[src/rtl/touch_status_query_consts.vh]
// Constants for the touch status query responder: command codes, fields, timing
`ifndef TOUCH_STATUS_QUERY_CONSTS_VH
`define TOUCH_STATUS_QUERY_CONSTS_VH

// Command bytes handled here
`define CMD_NULL        8'h00
`define CMD_FIRST_KEY   8'hC0
`define CMD_ALL_KEYS    8'hC1
`define CMD_STATUS      8'hC2
`define CMD_EEPROM_CRC  8'hC3
`define CMD_RAM_CRC     8'hC4
`define CMD_GROUP_ERR   8'hC5
`define CMD_DIAG        8'hC6
`define CMD_LAST_CMD    8'hC7
`define CMD_DUMP        8'hC8

// Device status bit positions
`define ST_DETECT       7
`define ST_EEPROM_ERR   6
`define ST_RESET_OCC    5
`define ST_EXTREME      4
`define ST_SYNC_ERR     3
`define ST_EEPROM_CRC   2
`define ST_RAM_CRC      1
`define ST_CAL_ERR      0

// Expected first byte of a valid EEPROM image
`define EEPROM_MARKER   8'hD6
// Response CRC: reflected polynomial and seed
`define CRC_POLY        8'h8C
`define CRC_INIT        8'h00
// Setup block length in bytes
`define SETUP_LEN       8'h64
`define SETUP_LAST      8'h63

// Timing: clock rate and one-second intervals
`define CLK_MHZ             125
`define CRC_CHECK_MS        1000
`define SYNC_TIMEOUT_MS     1000
`define CRC_CHECK_CYCLES    (`CRC_CHECK_MS * 1000 * `CLK_MHZ)
`define SYNC_TIMEOUT_CYCLES (`SYNC_TIMEOUT_MS * 1000 * `CLK_MHZ)

`endif

[src/rtl/resp_crc8.v]
// One byte step of the response CRC
`timescale 1ns/1ps
`include "touch_status_query_consts.vh"

module resp_crc8 (
    // Running value and new byte
    input  wire [7:0] crc_in,
    input  wire [7:0] data_in,
    // Updated value
    output reg  [7:0] crc_out
);

    integer i;  // Bit loop index

    // Bitwise shift of the reflected polynomial, LSB first
    always @* begin
        crc_out = crc_in ^ data_in;
        for (i = 0; i < 8; i = i + 1) begin
            if (crc_out[0]) begin
                crc_out = (crc_out >> 1) ^ `CRC_POLY;
            end else begin
                crc_out = crc_out >> 1;
            end
        end
    end

endmodule // resp_crc8

[src/rtl/touch_status_query_responder.v]
// Query command responder: key reports, status flags, CRC replies and setup dump
`timescale 1ns/1ps
`include "touch_status_query_consts.vh"

module touch_status_query_responder #(
    parameter [31:0] CRC_CHECK_CYCLES    = `CRC_CHECK_CYCLES,
    parameter [31:0] SYNC_TIMEOUT_CYCLES = `SYNC_TIMEOUT_CYCLES
) (
    // Clock and reset
    input  wire       clk,
    input  wire       reset,
    // Command bytes from the serial port
    input  wire       cmd_valid,
    input  wire [7:0] cmd_byte,
    // Reply bytes to the serial port
    output reg        resp_valid,
    output reg  [7:0] resp_byte,
    input  wire       resp_ready,
    // Acquisition engine per-key state
    input  wire [9:0] key_detect,
    input  wire [9:0] key_cal_err_set,
    input  wire [9:0] key_extreme_set,
    input  wire [9:0] key_recal_ok,
    // EEPROM checks
    input  wire       eeprom_detect_pin,
    input  wire [7:0] eeprom_first_byte,
    input  wire       eeprom_setup_crc_ok,
    input  wire [7:0] eeprom_crc_now,
    input  wire [7:0] eeprom_crc_ref,
    // RAM setup block checks
    input  wire [7:0] ram_crc_now,
    input  wire [7:0] ram_crc_ref,
    // Setup block read port, data valid for the current address
    output reg  [7:0] setup_addr,
    input  wire [7:0] setup_data,
    // Misc inputs
    input  wire       sync_pulse,
    input  wire [7:0] diag_code,
    input  wire       error_key_mode,
    input  wire       standalone_mode,
    // Status outputs
    output reg        major_error,
    output reg  [9:0] key_disable,
    output reg  [7:0] device_status
);

    // Reply engine states
    localparam [2:0] S_IDLE  = 3'h0;
    localparam [2:0] S_DATA  = 3'h1;
    localparam [2:0] S_CRC   = 3'h2;
    localparam [2:0] S_DLOAD = 3'h3;
    localparam [2:0] S_DSEND = 3'h4;

    // Per-key sticky flags
    reg  [9:0]  cal_err_reg;        // Calibration error per key
    reg  [9:0]  ext_err_reg;        // Extreme signal per key
    // Sticky device flags
    reg         eep_err_reg;        // EEPROM missing or bad
    reg         reset_occ_reg;      // Reset seen since last clear
    reg         sync_err_reg;       // Sync pulses missed
    reg         eep_crc_err_reg;    // Periodic EEPROM CRC mismatch
    reg         ram_crc_err_reg;    // Periodic RAM CRC mismatch
    // Timers
    reg  [31:0] sec_cnt_reg;        // One-second check divider
    reg  [31:0] sync_cnt_reg;       // Cycles since last sync pulse
    // Key tracking
    reg  [3:0]  first_key_reg;      // Key that entered detection first
    // Command history
    reg  [7:0]  last_cmd_reg;       // Previous non-null command
    reg         prev_status_reg;    // Previous command was a status query
    // Reply engine
    reg  [2:0]  state_reg;
    reg  [7:0]  second_reg;         // Pending second data byte
    reg         has_second_reg;     // Second data byte still to send
    reg         crc_on_reg;         // Append CRC after data
    reg  [7:0]  crc_reg;            // Running reply CRC

    // Combinational helpers
    reg  [1:0]  count_next;         // Saturated key count
    reg  [3:0]  lowest_key;         // Lowest index in detection
    reg  [7:0]  status_next;        // Live status byte
    reg         any_error;          // OR of every error
    integer     k;
    wire [7:0]  crc_seed;           // CRC after the command byte
    wire [7:0]  crc_step;           // CRC after the byte being sent
    wire        take_cmd;           // Non-null command arrives
    wire        accepted;           // Reply byte taken
    wire        clear_sticky;       // Status query followed by echo
    wire        sec_tick;           // One-second check point
    wire        eep_absent;         // No EEPROM fitted
    wire [9:0]  group_err;          // Per-key error map

    assign take_cmd     = cmd_valid && (cmd_byte != `CMD_NULL);
    assign accepted     = resp_valid && resp_ready;
    assign clear_sticky = take_cmd && (cmd_byte == `CMD_LAST_CMD) && prev_status_reg;
    assign sec_tick     = (sec_cnt_reg == CRC_CHECK_CYCLES - 32'h1);
    assign eep_absent   = eeprom_detect_pin;
    assign group_err    = cal_err_reg | ext_err_reg;

    // CRC seeded with the command itself
    resp_crc8 u_crc_seed (
        .crc_in  (`CRC_INIT),
        .data_in (cmd_byte),
        .crc_out (crc_seed)
    );

    // CRC advanced by the byte now on the reply port
    resp_crc8 u_crc_step (
        .crc_in  (crc_reg),
        .data_in (resp_byte),
        .crc_out (crc_step)
    );

    // Key count, lowest detected key and the live status byte
    always @* begin
        count_next = 2'h0;
        lowest_key = 4'h0;
        for (k = 9; k >= 0; k = k - 1) begin
            if (key_detect[k]) begin
                lowest_key = k[3:0];
            end
        end
        for (k = 0; k < 10; k = k + 1) begin
            if (key_detect[k] && count_next != 2'h3) begin
                count_next = count_next + 2'h1;
            end
        end
        status_next                 = 8'h00;
        status_next[`ST_DETECT]     = |key_detect;
        status_next[`ST_EEPROM_ERR] = eep_err_reg;
        status_next[`ST_RESET_OCC]  = reset_occ_reg;
        status_next[`ST_EXTREME]    = |ext_err_reg;
        status_next[`ST_SYNC_ERR]   = sync_err_reg;
        status_next[`ST_EEPROM_CRC] = eep_crc_err_reg;
        status_next[`ST_RAM_CRC]    = ram_crc_err_reg;
        status_next[`ST_CAL_ERR]    = |cal_err_reg;
        any_error = |status_next[6:0];
    end

    // Per-key flags: a new error wins over a recalibration in the same cycle
    always @(posedge clk) begin
        if (reset) begin
            cal_err_reg <= 10'h000;
            ext_err_reg <= 10'h000;
        end else begin
            cal_err_reg <= key_cal_err_set | (cal_err_reg & ~key_recal_ok);
            ext_err_reg <= key_extreme_set | (ext_err_reg & ~key_recal_ok);
        end
    end

    // One-second divider for the periodic CRC checks
    always @(posedge clk) begin
        if (reset || sec_tick) begin
            sec_cnt_reg <= 32'h0;
        end else begin
            sec_cnt_reg <= sec_cnt_reg + 32'h1;
        end
    end

    // Sync watchdog; saturates so a long gap does not wrap and re-arm
    always @(posedge clk) begin
        if (reset || sync_pulse) begin
            sync_cnt_reg <= 32'h0;
        end else if (sync_cnt_reg != SYNC_TIMEOUT_CYCLES) begin
            sync_cnt_reg <= sync_cnt_reg + 32'h1;
        end
    end

    // Sticky device flags; any set term beats the status-then-echo clear
    always @(posedge clk) begin
        if (reset) begin
            eep_err_reg     <= 1'b0;
            reset_occ_reg   <= 1'b1;  // A reset is itself the event
            sync_err_reg    <= 1'b0;
            eep_crc_err_reg <= 1'b0;
            ram_crc_err_reg <= 1'b0;
        end else begin
            if (eep_absent || eeprom_first_byte != `EEPROM_MARKER || !eeprom_setup_crc_ok) begin
                eep_err_reg <= 1'b1;
            end else if (clear_sticky) begin
                eep_err_reg <= 1'b0;
            end
            if (clear_sticky) begin
                reset_occ_reg <= 1'b0;
            end
            if (sync_cnt_reg == SYNC_TIMEOUT_CYCLES - 32'h1) begin
                sync_err_reg <= 1'b1;
            end else if (clear_sticky) begin
                sync_err_reg <= 1'b0;
            end
            if (sec_tick && !eep_absent && eeprom_crc_now != eeprom_crc_ref) begin
                eep_crc_err_reg <= 1'b1;
            end else if (clear_sticky) begin
                eep_crc_err_reg <= 1'b0;
            end
            if (sec_tick && ram_crc_now != ram_crc_ref) begin
                ram_crc_err_reg <= 1'b1;
            end else if (clear_sticky) begin
                ram_crc_err_reg <= 1'b0;
            end
        end
    end

    // First key: keep the holder while it stays in detection, else take the lowest
    always @(posedge clk) begin
        if (reset) begin
            first_key_reg <= 4'h0;
        end else if (!key_detect[first_key_reg] || first_key_reg > 4'h9) begin
            first_key_reg <= lowest_key;
        end
    end

    // Command history for the echo query and the flag clear
    always @(posedge clk) begin
        if (reset) begin
            last_cmd_reg    <= 8'h00;
            prev_status_reg <= 1'b0;
        end else if (take_cmd) begin
            last_cmd_reg    <= cmd_byte;
            prev_status_reg <= (cmd_byte == `CMD_STATUS);
        end
    end

    // Registered status outputs; major errors force output only in error-key mode
    always @(posedge clk) begin
        if (reset) begin
            major_error   <= 1'b0;
            key_disable   <= 10'h000;
            device_status <= 8'h00;
        end else begin
            major_error <= error_key_mode &&
                           ((status_next[`ST_EXTREME] && !standalone_mode) ||
                            eep_crc_err_reg || ram_crc_err_reg ||
                            status_next[`ST_CAL_ERR]);
            key_disable   <= ext_err_reg | cal_err_reg;
            device_status <= status_next;
        end
    end

    // Reply engine; commands that arrive mid-reply are logged but not answered
    always @(posedge clk) begin
        if (reset) begin
            state_reg      <= S_IDLE;
            resp_valid     <= 1'b0;
            resp_byte      <= 8'h00;
            second_reg     <= 8'h00;
            has_second_reg <= 1'b0;
            crc_on_reg     <= 1'b0;
            crc_reg        <= `CRC_INIT;
            setup_addr     <= 8'h00;
        end else begin
            case (state_reg)
                S_IDLE: begin
                    if (take_cmd) begin
                        crc_reg        <= crc_seed;
                        crc_on_reg     <= 1'b1;
                        has_second_reg <= 1'b0;
                        resp_valid     <= 1'b1;
                        state_reg      <= S_DATA;
                        case (cmd_byte)
                            `CMD_FIRST_KEY: begin
                                // Bit 6 is reserved and always sent as zero
                                resp_byte <= {any_error, 1'b0, count_next,
                                              (|key_detect) ? first_key_reg : 4'h0};
                            end
                            `CMD_ALL_KEYS: begin
                                resp_byte      <= {6'h00, key_detect[9:8]};
                                second_reg     <= key_detect[7:0];
                                has_second_reg <= 1'b1;
                            end
                            `CMD_STATUS: begin
                                resp_byte <= status_next;
                            end
                            `CMD_EEPROM_CRC: begin
                                resp_byte <= eep_absent ? 8'h00 : eeprom_crc_now;
                            end
                            `CMD_RAM_CRC: begin
                                resp_byte <= ram_crc_now;
                            end
                            `CMD_GROUP_ERR: begin
                                resp_byte      <= {6'h00, group_err[9:8]};
                                second_reg     <= group_err[7:0];
                                has_second_reg <= 1'b1;
                            end
                            `CMD_DIAG: begin
                                resp_byte <= diag_code;
                            end
                            `CMD_LAST_CMD: begin
                                resp_byte  <= ~last_cmd_reg;
                                crc_on_reg <= 1'b0;
                            end
                            `CMD_DUMP: begin
                                // Dump CRC covers setup data only
                                crc_reg    <= `CRC_INIT;
                                setup_addr <= 8'h00;
                                resp_valid <= 1'b0;
                                state_reg  <= S_DLOAD;
                            end
                            default: begin
                                // Not a query handled here: stay silent
                                resp_valid <= 1'b0;
                                state_reg  <= S_IDLE;
                            end
                        endcase
                    end
                end
                S_DATA: begin
                    if (accepted) begin
                        crc_reg <= crc_step;
                        if (has_second_reg) begin
                            resp_byte      <= second_reg;
                            has_second_reg <= 1'b0;
                        end else if (crc_on_reg) begin
                            resp_byte <= crc_step;
                            state_reg <= S_CRC;
                        end else begin
                            resp_valid <= 1'b0;
                            state_reg  <= S_IDLE;
                        end
                    end
                end
                S_CRC: begin
                    if (accepted) begin
                        resp_valid <= 1'b0;
                        state_reg  <= S_IDLE;
                    end
                end
                S_DLOAD: begin
                    // Setup byte for the current address is on setup_data
                    resp_byte  <= setup_data;
                    resp_valid <= 1'b1;
                    state_reg  <= S_DSEND;
                end
                S_DSEND: begin
                    if (accepted) begin
                        crc_reg <= crc_step;
                        if (setup_addr == `SETUP_LAST) begin
                            resp_byte <= crc_step;
                            state_reg <= S_CRC;
                        end else begin
                            setup_addr <= setup_addr + 8'h01;
                            resp_valid <= 1'b0;
                            state_reg  <= S_DLOAD;
                        end
                    end
                end
                default: begin
                    resp_valid <= 1'b0;
                    state_reg  <= S_IDLE;
                end
            endcase
        end
    end

endmodule // touch_status_query_responder

[config.mk]
export PLATFORM = sky130hd
export DESIGN_NAME = touch_status_query_responder
export DESIGN_NICKNAME = d
export VERILOG_FILES = /design/src/rtl/resp_crc8.v /design/src/rtl/touch_status_query_responder.v
export VERILOG_INCLUDE_DIRS = /design/src /design/src/rtl
export SDC_FILE = /design/constraint.sdc
export NUM_CORES = 1
export LEC_CHECK = 0
export ABC_AREA = 1
export BUFFER_PORTS_ARGS = -buffer_cell sky130_fd_sc_hd__buf_2
export CORE_AREA = 2 2 174 176
export CTS_BUF_LIST = sky130_fd_sc_hd__clkbuf_4 sky130_fd_sc_hd__clkbuf_8
export CTS_CLUSTER_DIAMETER = 30
export DETAILED_ROUTE_END_ITERATION = 6
export DIE_AREA = 0 0 176 178
export GPL_ROUTABILITY_DRIVEN = 1
export PLACE_DENSITY_LB_ADDON = 0.15
export SYNTH_ARGS = -nofsm -noshare
export SYNTH_HDL_FRONTEND = slang
export SYNTH_SLANG_ARGS = --single-unit
[constraint.sdc]
create_clock -name clk -period 6 [get_ports clk]
set_clock_uncertainty 0.2 [all_clocks]
set_input_delay 0.9 -clock clk [delete_from_list [all_inputs] [get_ports clk]]
set_output_delay 0.9 -clock clk [all_outputs]
set_load 0.02 [all_outputs]
Yosys cells after proc, flatten, opt, wreduce, memory -nomap -nowiden
Cells that the tools add are included.
W data, S select, Z words.
{"block": "word_totals", "reg_bits": 159, "in_bits": 113, "out_inout_bits": 36, "elab_cells": 243}
{"block": "op_classes", "mux": 85, "add_sub_neg": 12, "n_reduce_logical": 56, "eq_ne": 41, "magnitude_cmp": 2, "bitwise": 24}
{"cell": "$mux W8", "count": 30}
{"cell": "$eq A8 B8 Y1 const B", "count": 9}
{"cell": "$add A32 B1 Y32 const B", "count": 2}
{"cell": "$eq A32 B27 Y1 const B", "count": 2}
{"cell": "$pmux W8 S8", "count": 1}
{"cell": "$not A2 Y3", "count": 16}
{"cell": "$pmux W8 S2", "count": 3}
{"cell": "$mux W4", "count": 11}
{"cell": "$ne A2 B2 Y1 const B", "count": 17}
{"cell": "$ne A32 B27 Y1 const B", "count": 1}
{"cell": "$pmux W8 S4", "count": 1}
{"cell": "$or A10 B10 Y10", "count": 3}
{"cell": "$reduce_or A10 Y1", "count": 3}
{"cell": "$reduce_or A25 Y1", "count": 1}
{"cell": "$and A10 B10 Y10", "count": 2}
{"cell": "$mux W2", "count": 10}
{"cell": "$mux W1", "count": 19}
{"cell": "$add A2 B1 Y2 const B", "count": 9}
{"cell": "$logic_and A1 B1 Y1", "count": 18}
{"cell": "$ne A8 B8 Y1", "count": 2}
{"cell": "$reduce_bool A2 Y1", "count": 8}
{"cell": "$mux W3", "count": 5}
{"cell": "$pmux W3 S5", "count": 1}
{"cell": "$reduce_and A7 Y1", "count": 2}
{"cell": "other kinds (28)", "count": 44}

Longest topological paths before layout
{"block": "logic_depth", "ltp_word": 31, "depth_mapped": 44, "mapped_depth_nobuf": 44}

Hierarchy
A second synthesis with hierarchy kept.
{"block": "unflattened", "cells_unflattened": 1393, "area_unflattened_um2": 9238.9}
{"mod": "touch_status_query_responder", "instances": 1, "cells_per_inst": 1189, "area_each_um2": 8348.0}
{"mod": "resp_crc8", "instances": 2, "cells_per_inst": 102, "area_each_um2": 445.4}

Worst setup path before layout
No wires, ideal clock.
{"block": "synth_path", "path_type": "input to register", "from": "input key_detect[1]", "to": "register resp_byte[5]", "arrival_time_ns": 5.909, "required_time_ns": 5.678, "path_stages": 44, "setup_slack_ns": -0.230, "setup_time_ns": 0.122, "path_buffers": 0, "cell_sequence": "inv_1 > ha_1 > inv_1 > nand2_1 > nand2_1 > o21ai_1 > ha_1 > inv_1 > nand2_1 > inv_1 > nand3_1 > nand2_1 > ha_1 > nor2_1 > inv_1 > nand2_1 > nand2_1 > ha_1 > [... 8 more ...] > nand2_1 > ha_1 > nor2_1 > inv_1 > or2_2 > and2_1 > ha_1 > nor2_1 > inv_1 > nand2_1 > nand2_1 > ha_1 > nor2_1 > inv_1 > o21ai_0 > nor2_1 > o21ai_0 > a21oi_1"}
{"block": "synth_between", "elab_chain_cells": 29, "word_cells_on_any_way": 37, "cone_classes": "8 x add/sub; 8 x eq/ne; 12 x mux; 9 x reduce/logical"}
{"item": "start, declared", "line_no": "touch_status_query_responder.v:20", "rtl": "input wire [9:0] key_detect,"}
{"item": "$logic_and A1 B1 Y1 *", "line_no": "touch_status_query_responder.v:124", "rtl": "if (key_detect[k] && count_next != 2'h3) begin"}
{"item": "$mux W2 *", "line_no": "touch_status_query_responder.v:124"}
{"item": "parallel branches: the longest is 2 deep, another holds $add A2 B1 Y2"}
{"item": "$mux W2 *", "line_no": "touch_status_query_responder.v:124"}
{"item": "parallel branches: the longest is 2 deep, another holds $add A2 B1 Y2"}
{"item": "$mux W2 *", "line_no": "touch_status_query_responder.v:124"}
{"item": "parallel branches: the longest is 2 deep, another holds $add A2 B1 Y2"}
{"item": "$mux W2 *", "line_no": "touch_status_query_responder.v:124"}
{"item": "[... 8 more ...]"}
{"item": "$mux W2 *", "line_no": "touch_status_query_responder.v:124"}
{"item": "parallel branches: the longest is 2 deep, another holds $add A2 B1 Y2"}
{"item": "$mux W2 *", "line_no": "touch_status_query_responder.v:124"}
{"item": "parallel branches: the longest is 2 deep, another holds $add A2 B1 Y2"}
{"item": "$mux W2 *", "line_no": "touch_status_query_responder.v:124"}
{"item": "$pmux W8 S8 *", "line_no": "touch_status_query_responder.v:260", "rtl": "case (cmd_byte)"}
{"item": "$mux W8 *", "line_no": "touch_status_query_responder.v:254", "rtl": "if (take_cmd) begin"}
{"item": "$pmux W8 S4 *", "line_no": "touch_status_query_responder.v:252", "rtl": "case (state_reg)"}
{"item": "end signal, assigned", "line_no": "touch_status_query_responder.v:263", "rtl": "resp_byte <= {any_error, 1'b0, count_next,"}
{"item": "end signal, assigned", "line_no": "touch_status_query_responder.v:267", "rtl": "resp_byte <= {6'h00, key_detect[9:8]};"}
{"item": "end signal, assigned", "line_no": "touch_status_query_responder.v:272", "rtl": "resp_byte <= status_next;"}
{"item": "end, declared", "line_no": "touch_status_query_responder.v:17", "rtl": "output reg [7:0] resp_byte,"}
Every way passes the cells marked *. The select of a mux whose other input is x is not followed.
A chain may end at the register's enable or synchronous reset.

Final worst setup path
{"block": "layout_path", "from": "input key_detect[0]", "to": "register resp_byte[5]"}
{"block": "layout_between", "elab_chain_cells": 31, "word_cells_on_any_way": 40, "cone_classes": "9 x add/sub; 9 x eq/ne; 13 x mux; 9 x reduce/logical"}
{"item": "$mux W1 *", "line_no": "touch_status_query_responder.v:124"}
{"item": "parallel branches: the longest is 2 deep, another holds $add A2 B1 Y2"}
{"item": "$mux W2 *", "line_no": "touch_status_query_responder.v:124"}
{"item": "parallel branches: the longest is 2 deep, another holds $add A2 B1 Y2"}
{"item": "$mux W2 *", "line_no": "touch_status_query_responder.v:124"}
{"item": "parallel branches: the longest is 2 deep, another holds $add A2 B1 Y2"}
{"item": "$mux W2 *", "line_no": "touch_status_query_responder.v:124"}
{"item": "parallel branches: the longest is 2 deep, another holds $add A2 B1 Y2"}
{"item": "[... 9 more ...]"}
{"item": "$mux W2 *", "line_no": "touch_status_query_responder.v:124"}
{"item": "parallel branches: the longest is 2 deep, another holds $add A2 B1 Y2"}
{"item": "$mux W2 *", "line_no": "touch_status_query_responder.v:124"}
{"item": "parallel branches: the longest is 2 deep, another holds $add A2 B1 Y2"}
{"item": "$mux W2 *", "line_no": "touch_status_query_responder.v:124"}
{"item": "$pmux W8 S8 *", "line_no": "touch_status_query_responder.v:260"}
{"item": "$mux W8 *", "line_no": "touch_status_query_responder.v:254"}
{"item": "$pmux W8 S4 *", "line_no": "touch_status_query_responder.v:252"}
Marks and branches as above.

==> results_dict.tcl <==
set metrics [dict create \
    portBuffers 148 \
    synth_edf_count 0 \
    required_ns 6.15 \
    synth_seq_cells 159 \
    final-hold-violation-count 0 \
    slew_violations 0 \
    die_h_um 178 \
    synthTopCellsByCount "nand2_1 (179), inv_1 (164), nor2_1 (161)" \
    initial_core_util 0.296 \
    ys_warn_count 0 \
    slowest_delay_ns 0.30 \
    ant_nets 0 \
    finalSetupTns_ns 0 \
    cts_root_buf "clkbuf_8" \
    io_pins 149 \
    ir_drop_mv 0.128 \
    die_w_um 176 \
    hp-class "flop to flop" \
    instances_no_fill 1801 \
    cts_buffer_depth 2 \
    synth_top_cell_area_share 0.366 \
    dr.pass1.iters 4 \
    grt.overflow.total 0 \
    arrival_ns 5.79 \
    finalCritPeriodShare 0.940 \
    synth_nets 1352 \
    cts_tree "built" \
    synthFlopType "dfxtp_1" \
    remaining_drc_errors 0 \
    synthCells 1226 \
    clock_latency_ns 0.45 \
    ff2ff_setup_slack_ns 3.24 \
    die_area_sq_um 31300 \
    dp.cells 1765 \
    nets 1522 \
    yosysMostFrequentCell "nand2_1" \
    grt_usage 0.173 \
    syn_area_per_cell_sq_um 7.09 \
    synthesis.area_sq_um 8700 \
    path_class "primary input to flop" \
    async_flop_share 0 \
    clkSinkCount 159 \
    p_per_area_nw_per_um2 249 \
    htreeDepth 4 \
    cts_buffers 17 \
    wl_per_cell_um 14.9 \
    timing.max_cap.violations 0 \
    cts_hold_buf 0 \
    grt_max_degree 52 \
    finalWirelength_um 26800 \
    finalPower_w 0.00264 \
    fin_hold_ws_ns 0.251 \
    vias 8579 \
    antenna_found_initial 2 \
    p_leak_nw 4.45 \
    syn2layout_area_growth_pct 21.9 \
    period_needed_ns 5.64 \
    endpoint_kind "flop" \
    clk_pin_slew_ns 0.09 \
    place.detailed.hpwl_um 21300 \
    fmaxAchievable_mhz 177 \
    maxSlewHeadroom 0.373 \
    rows 63 \
    drive_gt1_frac 0.228 \
    slowest_stage "ha_1" \
    grt_pass1_wl_um 42500 \
    critPathMaxFanout 4 \
    synth_area_leaders "dfxtp_1 (37%), nand2_1 (7.7%), inv_1 (7.1%)" \
    tightest_slew_ns 0.940 \
    yosysSeqAreaShare 0.366 \
    grt_pass1_vias 8226 \
    status "finished, final reports clean" \
    drt-initial-drc-count 352 \
    gp_congestion 0.851 \
    setup_violations 0 \
    synth_area_leader_cell "dfxtp_1" \
    crit_path_start_kind "primary input" \
    via_per_inst 4.76 \
    coreArea_sq_um 29400 \
    ys_types 62 \
]
[path summary, 6_finish.rpt]
check            startpoint              end  cells past startpoint
max reg2reg  sec_cnt_reg[0]  sec_cnt_reg[26]                     10
min           reset_occ_reg    reset_occ_reg                      2
min reg2reg   reset_occ_reg    reset_occ_reg                      2
max           key_detect[0]     resp_byte[5]                     45
[metrics by stage]
stage               cell area [sq um]  setup slack [ns]   util
floorplan                        8710            0.0295      -
global placement                10000            -0.117  0.341
detailed placement              10000            -0.438  0.341
CTS                             10500            0.0604  0.357
global route                    10600           -0.0491  0.360
finish                          10600             0.360  0.360
[layer usage]
layer	routed length, um	part of all wire	vias to the layer above	track usage
met5	0	0	-	0
met4	644	0.024	0	0.0599
met3	1040	0.039	26	0.0283
met2	13200	0.49	163	0.308
met1	12000	0.45	3971	0.212
li1	-	-	4419	-
[cells by family after synthesis]
kind of cell               after synthesis  share of synthesized area
AOI/OAI and AO/OA                      249                      0.164
xor gates and xnor gates                53                     0.0586
adders and majority gates               13                     0.0187
buffers and inverters                  207                     0.0911
DFF                                    159                      0.366
and+or+nand+nor                        545                      0.302
[layout by cell type, fill, tap and decap left out, types with 5 or more instances in the layout]
cell type  count
buf_4         26
clkbuf_8      19
xor2_1        21
nor2_4         7
nand2_1      171
nor2_2        17
nand4_1       15
nor3_2         6
bufinv_16      5
o21ai_0       72
inv_2         20
or2_2         10
xnor2_1       26
o22ai_1       10
nor3_1        36
nand2_2       16
dfxtp_1      159
ha_1          10
a211oi_1      11
nor3b_1        7
nor2_1       154
nor4_1        19
inv_1        160
nand3_1       52
a221oi_1      10
a21oi_1       93
o21ai_1       12
a31oi_1       17
nand3_2       10
buf_2        148
[layout make-up]
class	instances	area [sq um]
clock inverters	11	203
multi-input cells	860	4820
repair buffers	174	936
well taps	390	488
fillers	3244	18800
diodes	2	5.00
flip-flops and latches	159	3180
clock buffers	21	277
inverters	184	691
[report_power, final]
group          leakage [nW]  total, W  switching [W]  internal (W)
sequential             1.30   0.00113      0.0000354       0.00110
clock                 0.242  0.000962       0.000428      0.000534
combinational          2.91  0.000546       0.000316      0.000230
[repair_timing]
action                     4_1_cts  5_1_grt
hold endpoints to repair         0        0
setup buffers                    0        2
setup endpoints to repair        0        2
gates resized for setup          0       26
[worst max-delay path: cells and delay by family]
family                   cells  cell delay (ns)
AO/OA/AOI/OAI                5             0.41
buffers and inverters       11             0.82
adder cells (fa/ha/maj)      8             1.58
AND/OR/NAND/NOR             21             2.07
(Power assumes the default switching activity.)
